<file path="src/rtl/uaar_regs.vh">
// Register offsets, field positions and constants of the address-recognising serial port
`ifndef UAAR_REGS_VH
`define UAAR_REGS_VH

`define UAAR_ADDR_CTRL      8'h98
`define UAAR_ADDR_SLAVE_ADDRESS_VALUE     8'hA9
`define UAAR_ADDR_SMASK     8'hB9
`define UAAR_ADDR_AUX       8'hA0
`define UAAR_ADDR_IRQSTAT   8'hA1
`define UAAR_ADDR_IRQMASK   8'hA3
`define UAAR_ADDR_RXDATA    8'h99

`define UAAR_CTRL_RESET     8'h00
`define UAAR_BIT_RDONE      0
`define UAAR_BIT_TDONE      1
`define UAAR_BIT_RX9        2
`define UAAR_BIT_TX9        3
`define UAAR_BIT_RXEN       4
`define UAAR_BIT_AMEN       5
`define UAAR_BIT_MODE1      6
`define UAAR_BIT_MODE0      7

`define UAAR_AUX_ERRSEL     0

`define UAAR_IRQ_RDONE      0
`define UAAR_IRQ_TDONE      1
`define UAAR_IRQ_FERR       2
`define UAAR_IRQ_W          3

`define UAAR_MODE_SHIFT     2'b00
`define UAAR_MODE_8BIT      2'b01
`define UAAR_MODE_9FIX      2'b10
`define UAAR_MODE_9VAR      2'b11

`define UAAR_BAUD_DIV       16'h0364
`define UAAR_OVERSAMPLE     4'hF
`define UAAR_HALF_SAMPLE    4'h7

`endif

</file>
<file path="src/rtl/uaar_addr_match.v">
// Given and broadcast address comparison
`timescale 1ns/1ps
`default_nettype none
module uaar_addr_match #(
    parameter WIDTH = 8
) (
    // Received byte and address set-up
    input  wire [WIDTH-1:0] rxByte,
    input  wire [WIDTH-1:0] slaveAddr,
    input  wire [WIDTH-1:0] slaveMask,
    // Result
    output wire             addrHit
);
    wire [WIDTH-1:0] givenAddr;
    wire [WIDTH-1:0] bcastAddr;
    wire             givenHit;
    wire             bcastHit;

    // Mask zero bits become don't-cares
    assign givenAddr = slaveAddr & slaveMask;
    assign givenHit  = ((rxByte ^ givenAddr) & slaveMask) == {WIDTH{1'b0}};
    // Zero bits of the OR are don't-cares
    assign bcastAddr = slaveAddr | slaveMask;
    assign bcastHit  = ((rxByte ^ bcastAddr) & bcastAddr) == {WIDTH{1'b0}};
    assign addrHit   = givenHit | bcastHit;
endmodule
`default_nettype wire

</file>
<file path="src/rtl/uaar_tx.v">
// Serial transmitter, done pulse at start of stop bit
`timescale 1ns/1ps
`include "uaar_regs.vh"
`default_nettype none
module uaar_tx #(
    parameter DIV = 16
) (
    // Clock and reset
    input  wire       core_clk,
    input  wire       reset,
    // Frame request
    input  wire       start,
    input  wire [7:0] txByte,
    input  wire       ninth,
    input  wire       nineBit,
    // Line and status
    output reg        txdPin_ff,
    output reg        busy_ff,
    output reg        stopBegin_ff
);
    reg [15:0] divCnt_ff;
    reg [3:0]  bitIdx_ff;
    reg [10:0] shift_ff;
    wire       tick;
    wire [3:0] lastIdx;

    assign tick    = (divCnt_ff == DIV[15:0] - 16'h0001);
    assign lastIdx = nineBit ? 4'hA : 4'h9;

    always @(posedge core_clk or posedge reset)
    begin
        if (reset)
        begin
            divCnt_ff    <= 16'h0000;
            bitIdx_ff    <= 4'h0;
            shift_ff     <= 11'h7FF;
            txdPin_ff    <= 1'b1;
            busy_ff      <= 1'b0;
            stopBegin_ff <= 1'b0;
        end
        else
        begin
            stopBegin_ff <= 1'b0;
            if (!busy_ff)
            begin
                txdPin_ff <= 1'b1;
                if (start)
                begin
                    busy_ff   <= 1'b1;
                    divCnt_ff <= 16'h0000;
                    bitIdx_ff <= 4'h0;
                    shift_ff  <= nineBit ? {1'b1, ninth, txByte, 1'b0}
                                         : {2'b11, txByte, 1'b0};
                    txdPin_ff <= 1'b0;
                end
            end
            else if (tick)
            begin
                divCnt_ff <= 16'h0000;
                if (bitIdx_ff == lastIdx)
                    busy_ff <= 1'b0;
                else
                begin
                    bitIdx_ff <= bitIdx_ff + 4'h1;
                    shift_ff  <= {1'b1, shift_ff[10:1]};
                    txdPin_ff <= shift_ff[1];
                    // Stop bit is about to go out
                    if (bitIdx_ff + 4'h1 == lastIdx)
                        stopBegin_ff <= 1'b1;
                end
            end
            else
                divCnt_ff <= divCnt_ff + 16'h0001;
        end
    end
endmodule
`default_nettype wire

</file>
<file path="src/rtl/uaar_core.v">
// Address-recognising serial port: control register, receiver, interrupts
`timescale 1ns/1ps
`include "uaar_regs.vh"
`default_nettype none
module uaar_core #(
    parameter DIV_VAR = 16,
    parameter DIV_FIX = 32
) (
    // Clock and reset
    input  wire       core_clk,
    input  wire       reset,
    // Register port
    input  wire [7:0] regAddr,
    input  wire [7:0] regWrData,
    input  wire       regWrStb,
    input  wire       regRdStb,
    output reg  [7:0] regRdData_ff,
    // Serial line
    input  wire       rxdPin,
    output wire       txdPin,
    // Interrupt
    output reg        irq_ff
);
    localparam RX_IDLE = 2'b00;
    localparam RX_DATA = 2'b01;
    localparam RX_STOP = 2'b10;
    localparam RX_WAIT = 2'b11;

    reg        mode0Bit_ff;
    reg        mode1Bit_ff;
    reg        amEn_ff;
    reg        rxEn_ff;
    reg        tx9_ff;
    reg        rx9_ff;
    reg        tDone_ff;
    reg        rDone_ff;
    reg        ferr_ff;
    reg        errSel_ff;
    reg [7:0]  slaveAddr_ff;
    reg [7:0]  slaveMask_ff;
    reg [7:0]  rxBuf_ff;
    reg [`UAAR_IRQ_W-1:0] irqStat_ff;
    reg [`UAAR_IRQ_W-1:0] irqMask_ff;
    reg [1:0]  rxSync_ff;
    reg [1:0]  rxState_ff;
    reg [15:0] rxDiv_ff;
    reg [3:0]  rxBit_ff;
    reg [8:0]  rxShift_ff;
    reg        txStart_ff;
    // Byte latched with the write, so later bus traffic cannot change it
    reg [7:0]  txData_ff;

    wire [1:0] mode;
    wire       nineBit;
    wire       rxd;
    wire [15:0] divSel;
    wire       rxTick;
    wire       addrHit;
    wire       stopBegin;
    wire       txBusy;
    wire       ctrlWr;
    wire [7:0] ctrlRd;
    reg        rxEvt;
    reg        acceptFrame;
    reg        stopGood;
    reg [`UAAR_IRQ_W-1:0] evtVec;

    // Write decode shared by every writable register
    function wrHit;
        input       stb;
        input [7:0] busAddr;
        input [7:0] regOfs;
        begin
            wrHit = stb && (busAddr == regOfs);
        end
    endfunction

    assign mode    = {mode0Bit_ff, mode1Bit_ff};
    assign nineBit = mode[1];
    assign rxd     = rxSync_ff[1];
    // Fixed-rate nine-bit mode uses its own divider on receive; the transmitter always runs from DIV_VAR
    assign divSel  = (mode == `UAAR_MODE_9FIX) ? DIV_FIX[15:0] : DIV_VAR[15:0];
    assign rxTick  = (rxDiv_ff == divSel - 16'h0001);
    assign ctrlWr  = wrHit(regWrStb, regAddr, `UAAR_ADDR_CTRL);
    // Bit 7 overlay by select bit
    assign ctrlRd  = {(errSel_ff ? ferr_ff : mode0Bit_ff), mode1Bit_ff, amEn_ff, rxEn_ff,
                      tx9_ff, rx9_ff, tDone_ff, rDone_ff};

    uaar_addr_match #(
        .WIDTH (8)
    ) uMatch (
        .rxByte    (rxShift_ff[7:0]),
        .slaveAddr (slaveAddr_ff),
        .slaveMask (slaveMask_ff),
        .addrHit   (addrHit)
    );

    uaar_tx #(
        .DIV (DIV_VAR)
    ) uTx (
        .core_clk     (core_clk),
        .reset        (reset),
        .start        (txStart_ff),
        .txByte       (txData_ff),
        .ninth        (tx9_ff),
        .nineBit      (nineBit),
        .txdPin_ff    (txdPin),
        .busy_ff      (txBusy),
        .stopBegin_ff (stopBegin)
    );

    // Frame acceptance decision at mid stop bit
    always @*
    begin
        stopGood    = rxd;
        acceptFrame = 1'b0;
        rxEvt       = 1'b0;
        if (rxState_ff == RX_STOP && rxTick)
        begin
            rxEvt = 1'b1;
            if (!amEn_ff)
                acceptFrame = nineBit ? 1'b1 : stopGood;
            else if (nineBit)
                acceptFrame = rxShift_ff[8] && addrHit;
            else
                acceptFrame = stopGood && addrHit;
        end
    end

    always @*
    begin
        evtVec = {`UAAR_IRQ_W{1'b0}};
        evtVec[`UAAR_IRQ_RDONE] = acceptFrame;
        evtVec[`UAAR_IRQ_TDONE] = stopBegin && (mode != `UAAR_MODE_SHIFT);
        evtVec[`UAAR_IRQ_FERR]  = rxEvt && !stopGood;
    end

    // Shift mode is not modelled; receiver idles there
    always @(posedge core_clk or posedge reset)
    begin
        if (reset)
        begin
            rxSync_ff  <= 2'b11;
            rxState_ff <= RX_IDLE;
            rxDiv_ff   <= 16'h0000;
            rxBit_ff   <= 4'h0;
            rxShift_ff <= 9'h000;
        end
        else
        begin
            rxSync_ff <= {rxSync_ff[0], rxdPin};
            rxDiv_ff  <= rxTick ? 16'h0000 : rxDiv_ff + 16'h0001;
            case (rxState_ff)
                RX_IDLE:
                begin
                    // Half-bit offset so later ticks land mid bit
                    rxDiv_ff <= {1'b0, divSel[15:1]};
                    rxBit_ff <= 4'h0;
                    if (rxEn_ff && !rxd && mode != `UAAR_MODE_SHIFT)
                        rxState_ff <= RX_DATA;
                end
                RX_DATA:
                begin
                    if (rxTick)
                    begin
                        rxBit_ff <= rxBit_ff + 4'h1;
                        // A low pulse shorter than half a bit is no start
                        if (rxBit_ff == 4'h0 && rxd)
                            rxState_ff <= RX_IDLE;
                        if (rxBit_ff != 4'h0)
                            rxShift_ff <= {rxd, rxShift_ff[8:1]};
                        if (rxBit_ff == (nineBit ? 4'h9 : 4'h8))
                            rxState_ff <= RX_STOP;
                    end
                end
                RX_STOP:
                begin
                    if (!nineBit && rxBit_ff == 4'h9)
                        rxShift_ff <= {1'b0, rxShift_ff[8:1]};
                    rxBit_ff <= 4'hF;
                    // Low stop bit: the line must rise before a new start
                    if (rxTick && rxd)
                        rxState_ff <= RX_IDLE;
                    else if (rxTick)
                        rxState_ff <= RX_WAIT;
                end
                RX_WAIT:
                begin
                    if (rxd)
                        rxState_ff <= RX_IDLE;
                end
                default:
                    rxState_ff <= RX_IDLE;
            endcase
        end
    end

    // Registers; hardware set wins over software clear
    always @(posedge core_clk or posedge reset)
    begin
        if (reset)
        begin
            {mode0Bit_ff, mode1Bit_ff, amEn_ff, rxEn_ff} <= 4'h0;
            {tx9_ff, rx9_ff, tDone_ff, rDone_ff}         <= 4'h0;
            ferr_ff      <= 1'b0;
            errSel_ff    <= 1'b0;
            slaveAddr_ff <= 8'h00;
            slaveMask_ff <= 8'h00;
            rxBuf_ff     <= 8'h00;
            irqStat_ff   <= {`UAAR_IRQ_W{1'b0}};
            irqMask_ff   <= {`UAAR_IRQ_W{1'b0}};
            txStart_ff   <= 1'b0;
            txData_ff    <= 8'h00;
            regRdData_ff <= 8'h00;
            irq_ff       <= 1'b0;
        end
        else
        begin
            txStart_ff <= 1'b0;
            if (ctrlWr)
            begin
                // Bit 7 writes the error flag when the overlay is selected
                if (errSel_ff)
                    ferr_ff <= regWrData[`UAAR_BIT_MODE0];
                else
                    mode0Bit_ff <= regWrData[`UAAR_BIT_MODE0];
                mode1Bit_ff <= regWrData[`UAAR_BIT_MODE1];
                amEn_ff     <= regWrData[`UAAR_BIT_AMEN];
                rxEn_ff     <= regWrData[`UAAR_BIT_RXEN];
                tx9_ff      <= regWrData[`UAAR_BIT_TX9];
                rx9_ff      <= regWrData[`UAAR_BIT_RX9];
                tDone_ff    <= regWrData[`UAAR_BIT_TDONE];
                rDone_ff    <= regWrData[`UAAR_BIT_RDONE];
            end
            if (wrHit(regWrStb, regAddr, `UAAR_ADDR_SLAVE_ADDRESS_VALUE))
                slaveAddr_ff <= regWrData;
            if (wrHit(regWrStb, regAddr, `UAAR_ADDR_SMASK))
                slaveMask_ff <= regWrData;
            if (wrHit(regWrStb, regAddr, `UAAR_ADDR_AUX))
                errSel_ff <= regWrData[`UAAR_AUX_ERRSEL];
            if (wrHit(regWrStb, regAddr, `UAAR_ADDR_IRQMASK))
                irqMask_ff <= regWrData[`UAAR_IRQ_W-1:0];
            // Shift mode is not built; a transmit write there sends nothing
            if (wrHit(regWrStb, regAddr, `UAAR_ADDR_RXDATA) && !txBusy
                && mode != `UAAR_MODE_SHIFT)
            begin
                txStart_ff <= 1'b1;
                txData_ff  <= regWrData;
            end
            if (evtVec[`UAAR_IRQ_TDONE])
                tDone_ff <= 1'b1;
            if (acceptFrame)
            begin
                rDone_ff <= 1'b1;
                rxBuf_ff <= rxShift_ff[7:0];
                rx9_ff   <= nineBit ? rxShift_ff[8] : stopGood;
            end
            // Sticky until software writes it; good frames leave it alone
            if (evtVec[`UAAR_IRQ_FERR])
                ferr_ff <= 1'b1;
            if (wrHit(regWrStb, regAddr, `UAAR_ADDR_IRQSTAT))
                irqStat_ff <= (irqStat_ff & ~regWrData[`UAAR_IRQ_W-1:0]) | evtVec;
            else
                irqStat_ff <= irqStat_ff | evtVec;
            irq_ff <= |(irqStat_ff & irqMask_ff);
            if (regRdStb)
            begin
                case (regAddr)
                    `UAAR_ADDR_CTRL:    regRdData_ff <= ctrlRd;
                    `UAAR_ADDR_SLAVE_ADDRESS_VALUE:   regRdData_ff <= slaveAddr_ff;
                    `UAAR_ADDR_SMASK:   regRdData_ff <= slaveMask_ff;
                    `UAAR_ADDR_AUX:     regRdData_ff <= {7'h00, errSel_ff};
                    `UAAR_ADDR_IRQSTAT: regRdData_ff <= {5'h00, irqStat_ff};
                    `UAAR_ADDR_IRQMASK: regRdData_ff <= {5'h00, irqMask_ff};
                    `UAAR_ADDR_RXDATA:  regRdData_ff <= rxBuf_ff;
                    default:            regRdData_ff <= 8'h00;
                endcase
            end
            else
                regRdData_ff <= 8'h00;
        end
    end
endmodule
`default_nettype wire

</file>
<file path="config.mk">
export PLATFORM = sky130hd
export DESIGN_NAME = uaar_core
export DESIGN_NICKNAME = d
export VERILOG_FILES = /design/src/rtl/uaar_addr_match.v /design/src/rtl/uaar_tx.v /design/src/rtl/uaar_core.v
export VERILOG_INCLUDE_DIRS = /design/src /design/src/rtl
export SDC_FILE = /design/constraint.sdc
export NUM_CORES = 1
export LEC_CHECK = 0
export ABC_AREA = 1
export BUFFER_PORTS_ARGS = -buffer_cell sky130_fd_sc_hd__buf_2
export CAP_MARGIN = 30
export CELL_PAD_IN_SITES_DETAIL_PLACEMENT = 1
export CELL_PAD_IN_SITES_GLOBAL_PLACEMENT = 1
export CORE_MARGIN = 2
export CORE_UTILIZATION = 35
export DETAILED_ROUTE_END_ITERATION = 10
export PLACE_DENSITY_LB_ADDON = 0.1
export SLEW_MARGIN = 15
export SYNTH_ARGS = -nofsm -noshare
export SYNTH_HDL_FRONTEND = slang
export SYNTH_SLANG_ARGS = --single-unit
</file>
<file path="constraint.sdc">
create_clock -name core_clk -period 4.3 [get_ports core_clk]
set_clock_uncertainty 0.2 [all_clocks]
set_input_delay 0.645 -clock core_clk [delete_from_list [all_inputs] [get_ports core_clk]]
set_output_delay 0.645 -clock core_clk [all_outputs]
set_load 0.02 [all_outputs]
</file>
; ---- After elaboration in Yosys (flattened, before gate mapping)
; Index checks and enable logic that the tools add are counted.
[word_totals]
reg_bits = 125
input_bits = 21
out_inout_bits = 10
word_cells = 180
[classes]
n_addsub = 5
n_eq_ne = 26
n_mux = 63
bitwise = 13
reduce_logical = 43
[ops]
columns = cell, n
row1 = 16-bit two-way mux, 5
row2 = "8-bit == test, second input constant", 7
row3 = 8-bit one-hot mux with 7 select lines, 1
row4 = 11-bit two-way mux, 4
row5 = "16-bit by 1-bit adder with 16-bit output, second input constant", 2
row6 = 1-bit two-way mux, 30
row7 = 9-bit two-way mux, 3
row8 = 8-bit AND, 3
row9 = 4-bit two-way mux, 5
row10 = 1-bit logical AND, 19
row11 = 9-bit one-hot mux with 2 select lines, 1
row12 = 16-bit == test, 1
row13 = "16-bit by 4-bit == test with 1-bit output, second input constant", 1
row14 = 8-bit logical NOT, 2
row15 = 2-bit two-way mux, 8
row16 = 8-bit XOR, 2
row17 = 2-bit nonzero test, 7
row18 = 4-bit == test, 3
row19 = "2-bit != test, second input constant", 6
row20 = 4-bit one-hot mux with 3 select lines, 1
row21 = 10-bit two-way mux, 1
row22 = "4-bit by 1-bit adder with 4-bit output, second input constant", 2
row23 = 8-bit two-way mux, 1
row24 = 8-bit bitwise OR, 1
row25 = 25 further kinds, 34

; ---- Depth between registers and ports, before layout
[depth]
word_depth = 11
depth_mapped = 14
mapped_depth_nobuf = 13

; ---- Hierarchy
; From an unflattened synthesis, not the netlist that was laid out.
[unflattened]
hier_cells = 881
hier_area_um2 = 6816.5
[modules_own_cells]
columns = module, instances, cells_each, area_each_um2, seq_area_each_um2
row1 = uaar_core, 1, 553, 4565.6, 2279.7
row2 = uaar_tx, 1, 265, 1994.4, 813.3
row3 = uaar_addr_match, 1, 63, 256.5, 0.0

; ---- Least setup slack after synthesis
; No wires, ideal clock.
[synth_timing]
kind = input -> register
start = input port regAddr[6]
end = register regRdData_ff[3]
setup_ps = 137
t_arrival_ps = 1638
required_ps = 3963
path_slack_ps = 2325
path_stages = 7
path_buffers = 0
path_cell_list = inv_1 -> nand2_1 -> nor3_2 -> nand2_1 -> o211ai_1 -> o21ai_1 -> nor2_1
[synth_via]
elab_chain_len = 3
word_cells_on_any_way = 9
classes_between = eq/ne (7) / mux (2)
[synth_rtl]
columns = item, line_no
row1 = "start, declared", uaar_core.v:13  ; input wire [7:0] regAddr,
row2 = 8-bit == test, uaar_core.v:268  ; case (regAddr)
row3 = 8-bit one-hot mux with 7 select lines (*), uaar_core.v:268
row4 = 8-bit two-way mux (*), uaar_core.v:266  ; if (regRdStb)
row5 = "end signal, assigned", uaar_core.v:269  ; `UAAR_ADDR_CTRL: regRdData_ff <= ctrlRd;
row6 = "end signal, assigned", uaar_core.v:270  ; `UAAR_ADDR_SLAVE_ADDRESS_VALUE: regRdData_ff <= slaveAddr_ff;
row7 = "end signal, assigned", uaar_core.v:271  ; `UAAR_ADDR_SMASK: regRdData_ff <= slaveMask_ff;
row8 = "end, declared", uaar_core.v:17  ; output reg [7:0] regRdData_ff,
; Every way passes the cells marked *; elsewhere a longest branch is shown, timed or not.
; A chain may end at the register's enable or synchronous reset.

; ---- Worst setup path in the final report
[layout_timing]
start = register mode0Bit_ff
end = register rxBuf_ff[0]
[layout_via]
elab_chain_len = 6
word_cells_on_any_way = 9
classes_between = add/sub (1) / eq/ne (2) / mux (5) / reduce/logical (1)
[layout_rtl]
columns = item, line_no
row1 = "start, declared", uaar_core.v:29  ; reg mode0Bit_ff;
row2 = "start signal, assigned", uaar_core.v:226  ; mode0Bit_ff <= regWrData[`UAAR_BIT_MODE0];
row3 = 2-bit == test (no source line), n/a
row4 = 6-bit two-way mux, uaar_core.v:82  ; assign divSel = (mode == `UAAR_MODE_9FIX) ? DIV_FIX[15:0] : DIV_VAR[15:0];
row5 = 6-bit by 1-bit subtractor with 7-bit output, uaar_core.v:83  ; assign rxTick = (rxDiv_ff == divSel - 16'h0001);
row6 = 16-bit == test, uaar_core.v:83
row7 = 1-bit logical AND, uaar_core.v:118  ; if (rxState_ff == RX_STOP && rxTick)
row8 = 1-bit two-way mux (*), uaar_core.v:118
row9 = "end signal, assigned", uaar_core.v:255  ; rxBuf_ff <= rxShift_ff[7:0];
row10 = "end, declared", uaar_core.v:41  ; reg [7:0] rxBuf_ff;
; Marks and branches as above.

==> impl.org <==
** Synthesis
- A synthesized cell averages ~8 sq um.
- Net count after synthesis :: between 800 and 900
- Counting flops with a built-in enable in the synthesized netlist gives 0.
- The synthesized design contains 123 register bits.
- Sequential cell area fraction in the yosys report :: 0.487
- Synthesized netlist cell count :: roughly 790
- After synthesis the cells add up to 6360 sq um.
- The synthesized netlist contains 44 unique library cells.
- During synthesis, Yosys emitted a total of 0 warnings.
- In the synthesized netlist the async set-or-reset flop fraction comes to 1.00.
- Main synth FF type :: sky130_fd_sc_hd__dfrtp_1

** Timing
- Setup repair after global routing left no endpoint under its margin.
- Setup total negative slack :: 0 ns
- Based on the critical path, the design can be clocked at up to 405 MHz.
- For the pin with the worst max-slew slack, the measured transition is roughly 0.75 ns.
- Slew Limit Headroom :: 0.495
- Of the available clock period, the critical path in the final layout requires 0.575.
- Across all hold checks on the routed design, the worst slack comes to roughly 0.093 ns.
- Setup violation total in the final timing report :: 0
- Final Hold Vio Count :: 0
- The max-slew violation total from the final report is 0.
- Min Clock Period, post-route :: about 2.5 ns

** Layout
- Fill cells in the final layout number 2175.
- In the final layout, the share of cells above drive strength 1 is 0.119.
- Total non-filler cell area in the finished layout :: between 7000 and 8000 sq um
- At the end of the flow, the number of nets in the layout was 860.
- The finished layout holds between 1000 and 1500 standard cells, fillers aside.
- Area growth, synth to finish :: 15.2%
- Total inserted antenna cells :: 0

** Critical path
- STA classifies the critical path endpoint as a flop.
- The worst setup path is of the reg -> reg kind.
- Arrival time worst endpoint :: roughly 2.7 ns
- Startpoint type of the worst setup path :: flop
- Critical path peak fanout :: 11
- STA puts the critical path data required time at 4.48 ns.

** Floorplan
- Row generation in the floorplan step produced about 50 rows.
- Vertical die dimension :: ~140 microns
- Die outline width :: 139 microns
- The core region is about 18000 sq um.
- For this configuration, the core starts out at a cell density of 0.355.
- The floorplan step defined a die boundary enclosing 19300 sq um.
- In this run the count of I/O pins placed on the die edge is 31.

** Clock network
- Clock latency on the worst-skew pair, taken at its later pin, is between 0.4 and 0.5 ns.
- In this run, post-CTS hold repair placed 0 buffers.
- TritonCTS built the clock tree.
- The clock net in this run drives a total of between 100 and 150 sinks.
- Clock-pin slew was measured on the worst setup and hold paths at 0.06 ns.
- Total CTS buffers :: 17
- CTS placed an instance of sky130_fd_sc_hd__clkbuf_16 at the clock tree root.
- The clock tree synthesis step divided the H-tree into 4 levels.
- Once the clock tree was built, the setup fixing pass inserted 0 buffers.
- Once the clock tree was built, the resizer swapped 0 gates to a different size.
- No sink is reached through more buffers than the 2 on the longest clock path.

** Detailed routing
- The first routing iteration left ~250 violations.
- Average wire per standard cell :: 16.8 microns
- Pre-antenna DRT Iters :: 5
- Summing over every cut layer, the via total after detailed routing is between 5000 and 6000.
- In the routed design, unresolved DRC markers number 0.
- Antenna viol nets, final :: 0
- Final Routed Wirelength :: ~18 mm
- Via-per-instance ratio :: about 5

** Pwr
- Overall power :: between 3000 and 4000 uW
- In this run the power density over the cells is around 470 nW/um^2.
- IR analysis of the VDD net gives a maximum drop of ~0.34 mV.
- Static leakage :: between 0.003 and 0.004 uW

** Place
- Cells after DPL :: about 1000
- IO Port Bufs :: 30
- Placed Instance Area :: between 6000 and 7000 sq um
- Routability congestion estimate :: between 0.8 and 0.9
- DPL Wire Length :: between 10 and 15 mm

** Global route
- Via count of the first global-routing pass :: 5808
- The number of antenna violations at the first check in global routing is 0.
- First-pass GRT wire length :: slightly above 30 mm
- Across every metal layer, demand over resource in global routing totals 0.200.
- Largest net degree at the start of global routing :: 76
- Total grt overflow :: 0

** Outcome
- Status :: complete, no violations

** Job
- The tool flagged a number of max-cap violations equal to 0.

** Hold path
- The min-delay analysis places its worst path in the category in -> async.
worst max-delay path: stages, from the launching register on:
cell	delay (ns)
sky130_fd_sc_hd__dfrtp_1	0.62
sky130_fd_sc_hd__nand2_2	0.14
sky130_fd_sc_hd__xor2_1	0.23
sky130_fd_sc_hd__nand3_2	0.21
sky130_fd_sc_hd__nor3_4	0.51
sky130_fd_sc_hd__nand2_4	0.25
sky130_fd_sc_hd__nand2_1	0.15
sky130_fd_sc_hd__nand2_1	0.06
sky130_fd_sc_hd__inv_1	0.05
power by group:
part / switching (uW) / internal, uW / leakage (uW)
clock network: 567 / 874 / 0.000278
logic: 375 / 171 / 0.00154
registers: 113 / 1330 / 0.00157
per-stage QoR:
stage | util | worst slack (ns)
3_5_place_dp | 0.376 | 1.62
5_1_grt | 0.409 | 1.66
6_report | 0.409 | 1.83
3_3_place_gp | 0.376 | 1.72
4_1_cts | 0.409 | 1.83
2_1_floorplan | - | 0.204
sequential cells by signal, indices dropped and copies added (netlist names), 8 cells and up:
register       count
rxDiv_ff          16
regRdData_ff       8
uTx.divCnt_ff     16
uTx.shift_ff       9
rxBuf_ff           8
rxShift_ff         9
txData_ff          8
slaveAddr_ff       8
slaveMask_ff       8
layer usage:
| layer | vias up | part of all wire | routed length (microns) | GRT usage |
|---|---|---|---|---|
| met4 | 0 | 0.016 | 280 | 0.0633 |
| met2 | 61 | 0.49 | 8780 | 0.330 |
| met1 | 2677 | 0.47 | 8390 | 0.261 |
| met5 | - | 0 | 0 | 0 |
| li1 | 2655 | - | - | - |
| met3 | 24 | 0.029 | 512 | 0.0459 |
cell families (layout without fill, tap and decap cells):
| kind of cell | count (synthesis) | in the layout | share of synthesized area |
|---|---|---|---|
| xor+xnor | 17 | 17 | 0.0234 |
| compound gates | 144 | 144 | 0.127 |
| simple gates | 367 | 367 | 0.260 |
| flops | 123 | 123 | 0.487 |
| buf+inv | 132 | 181 | 0.0833 |
| fa+ha+maj | 10 | 10 | 0.0197 |
cell usage after synthesis, drive strengths merged, types with 7 or more instances:
library cell  number  area share
nand2            213        0.13
inv              116       0.069
dfrtp            111        0.44
o21ai             85       0.068
nor2              63       0.041
nand3             46       0.038
nor3              23       0.023
a21oi             21       0.017
o211ai            14       0.017
o22ai             13       0.013
xor2              13       0.018
dfstp             12       0.050
ha                10       0.020
nor4              10       0.015
nand4              9       0.011
buf                8      0.0098
clkbuf             7      0.0043
area by class of cell:
type                       instances  area, sq um  share of cell area
clock buffer                      20          447              0.0610
clock inverter                    12          140              0.0191
inverter                         117          442              0.0603
multi-input combinational        538         2730               0.374
sequential                       123         3090               0.423
tap                              229          287              0.0391
timing repair buffer              32          178              0.0243
cell usage in the layout (no fill, tap or decap), types with 4 or more instances in the layout:
| cell | netlist | layout |
|---|---|---|
| sky130_fd_sc_hd__nor3_1 | 18 | 18 |
| sky130_fd_sc_hd__nand2_1 | 206 | 206 |
| sky130_fd_sc_hd__xor2_1 | 13 | 13 |
| sky130_fd_sc_hd__nand3_1 | 44 | 44 |
| sky130_fd_sc_hd__ha_1 | 10 | 10 |
| sky130_fd_sc_hd__nor3_2 | 4 | 4 |
| sky130_fd_sc_hd__xnor2_1 | 4 | 4 |
| sky130_fd_sc_hd__dfstp_2 | 12 | 12 |
| sky130_fd_sc_hd__nor4_1 | 8 | 8 |
| sky130_fd_sc_hd__o21ai_1 | 9 | 9 |
| sky130_fd_sc_hd__dfrtp_1 | 111 | 111 |
| sky130_fd_sc_hd__o22ai_1 | 13 | 13 |
| sky130_fd_sc_hd__a21oi_1 | 21 | 21 |
| sky130_fd_sc_hd__o21ai_0 | 75 | 75 |
| sky130_fd_sc_hd__clkbuf_16 | 0 | 17 |
| sky130_fd_sc_hd__nor2_1 | 60 | 60 |
| sky130_fd_sc_hd__o211ai_1 | 14 | 14 |
| sky130_fd_sc_hd__nand2_2 | 6 | 6 |
| sky130_fd_sc_hd__nand4_1 | 8 | 8 |
| sky130_fd_sc_hd__buf_2 | 2 | 30 |
| sky130_fd_sc_hd__inv_1 | 113 | 112 |
final timing paths:
path,from,endpoint,slack (ns),cells past startpoint
setup reg to reg,mode0Bit_ff,rxBuf_ff[0],1.83,8
hold reg to reg,rxSync_ff[0],rxSync_ff[1],0.17,0
max in group asynchronous,reset,rxSync_ff[1],2.92,3
setup / recovery,mode0Bit_ff,rxBuf_ff[0],1.83,8
hold / removal,reset,uTx.divCnt_ff[8],0.09,2
min in group core_clk,rxdPin,rxSync_ff[0],0.11,1
No activity file was read; power rests on OpenSTA's default activity.
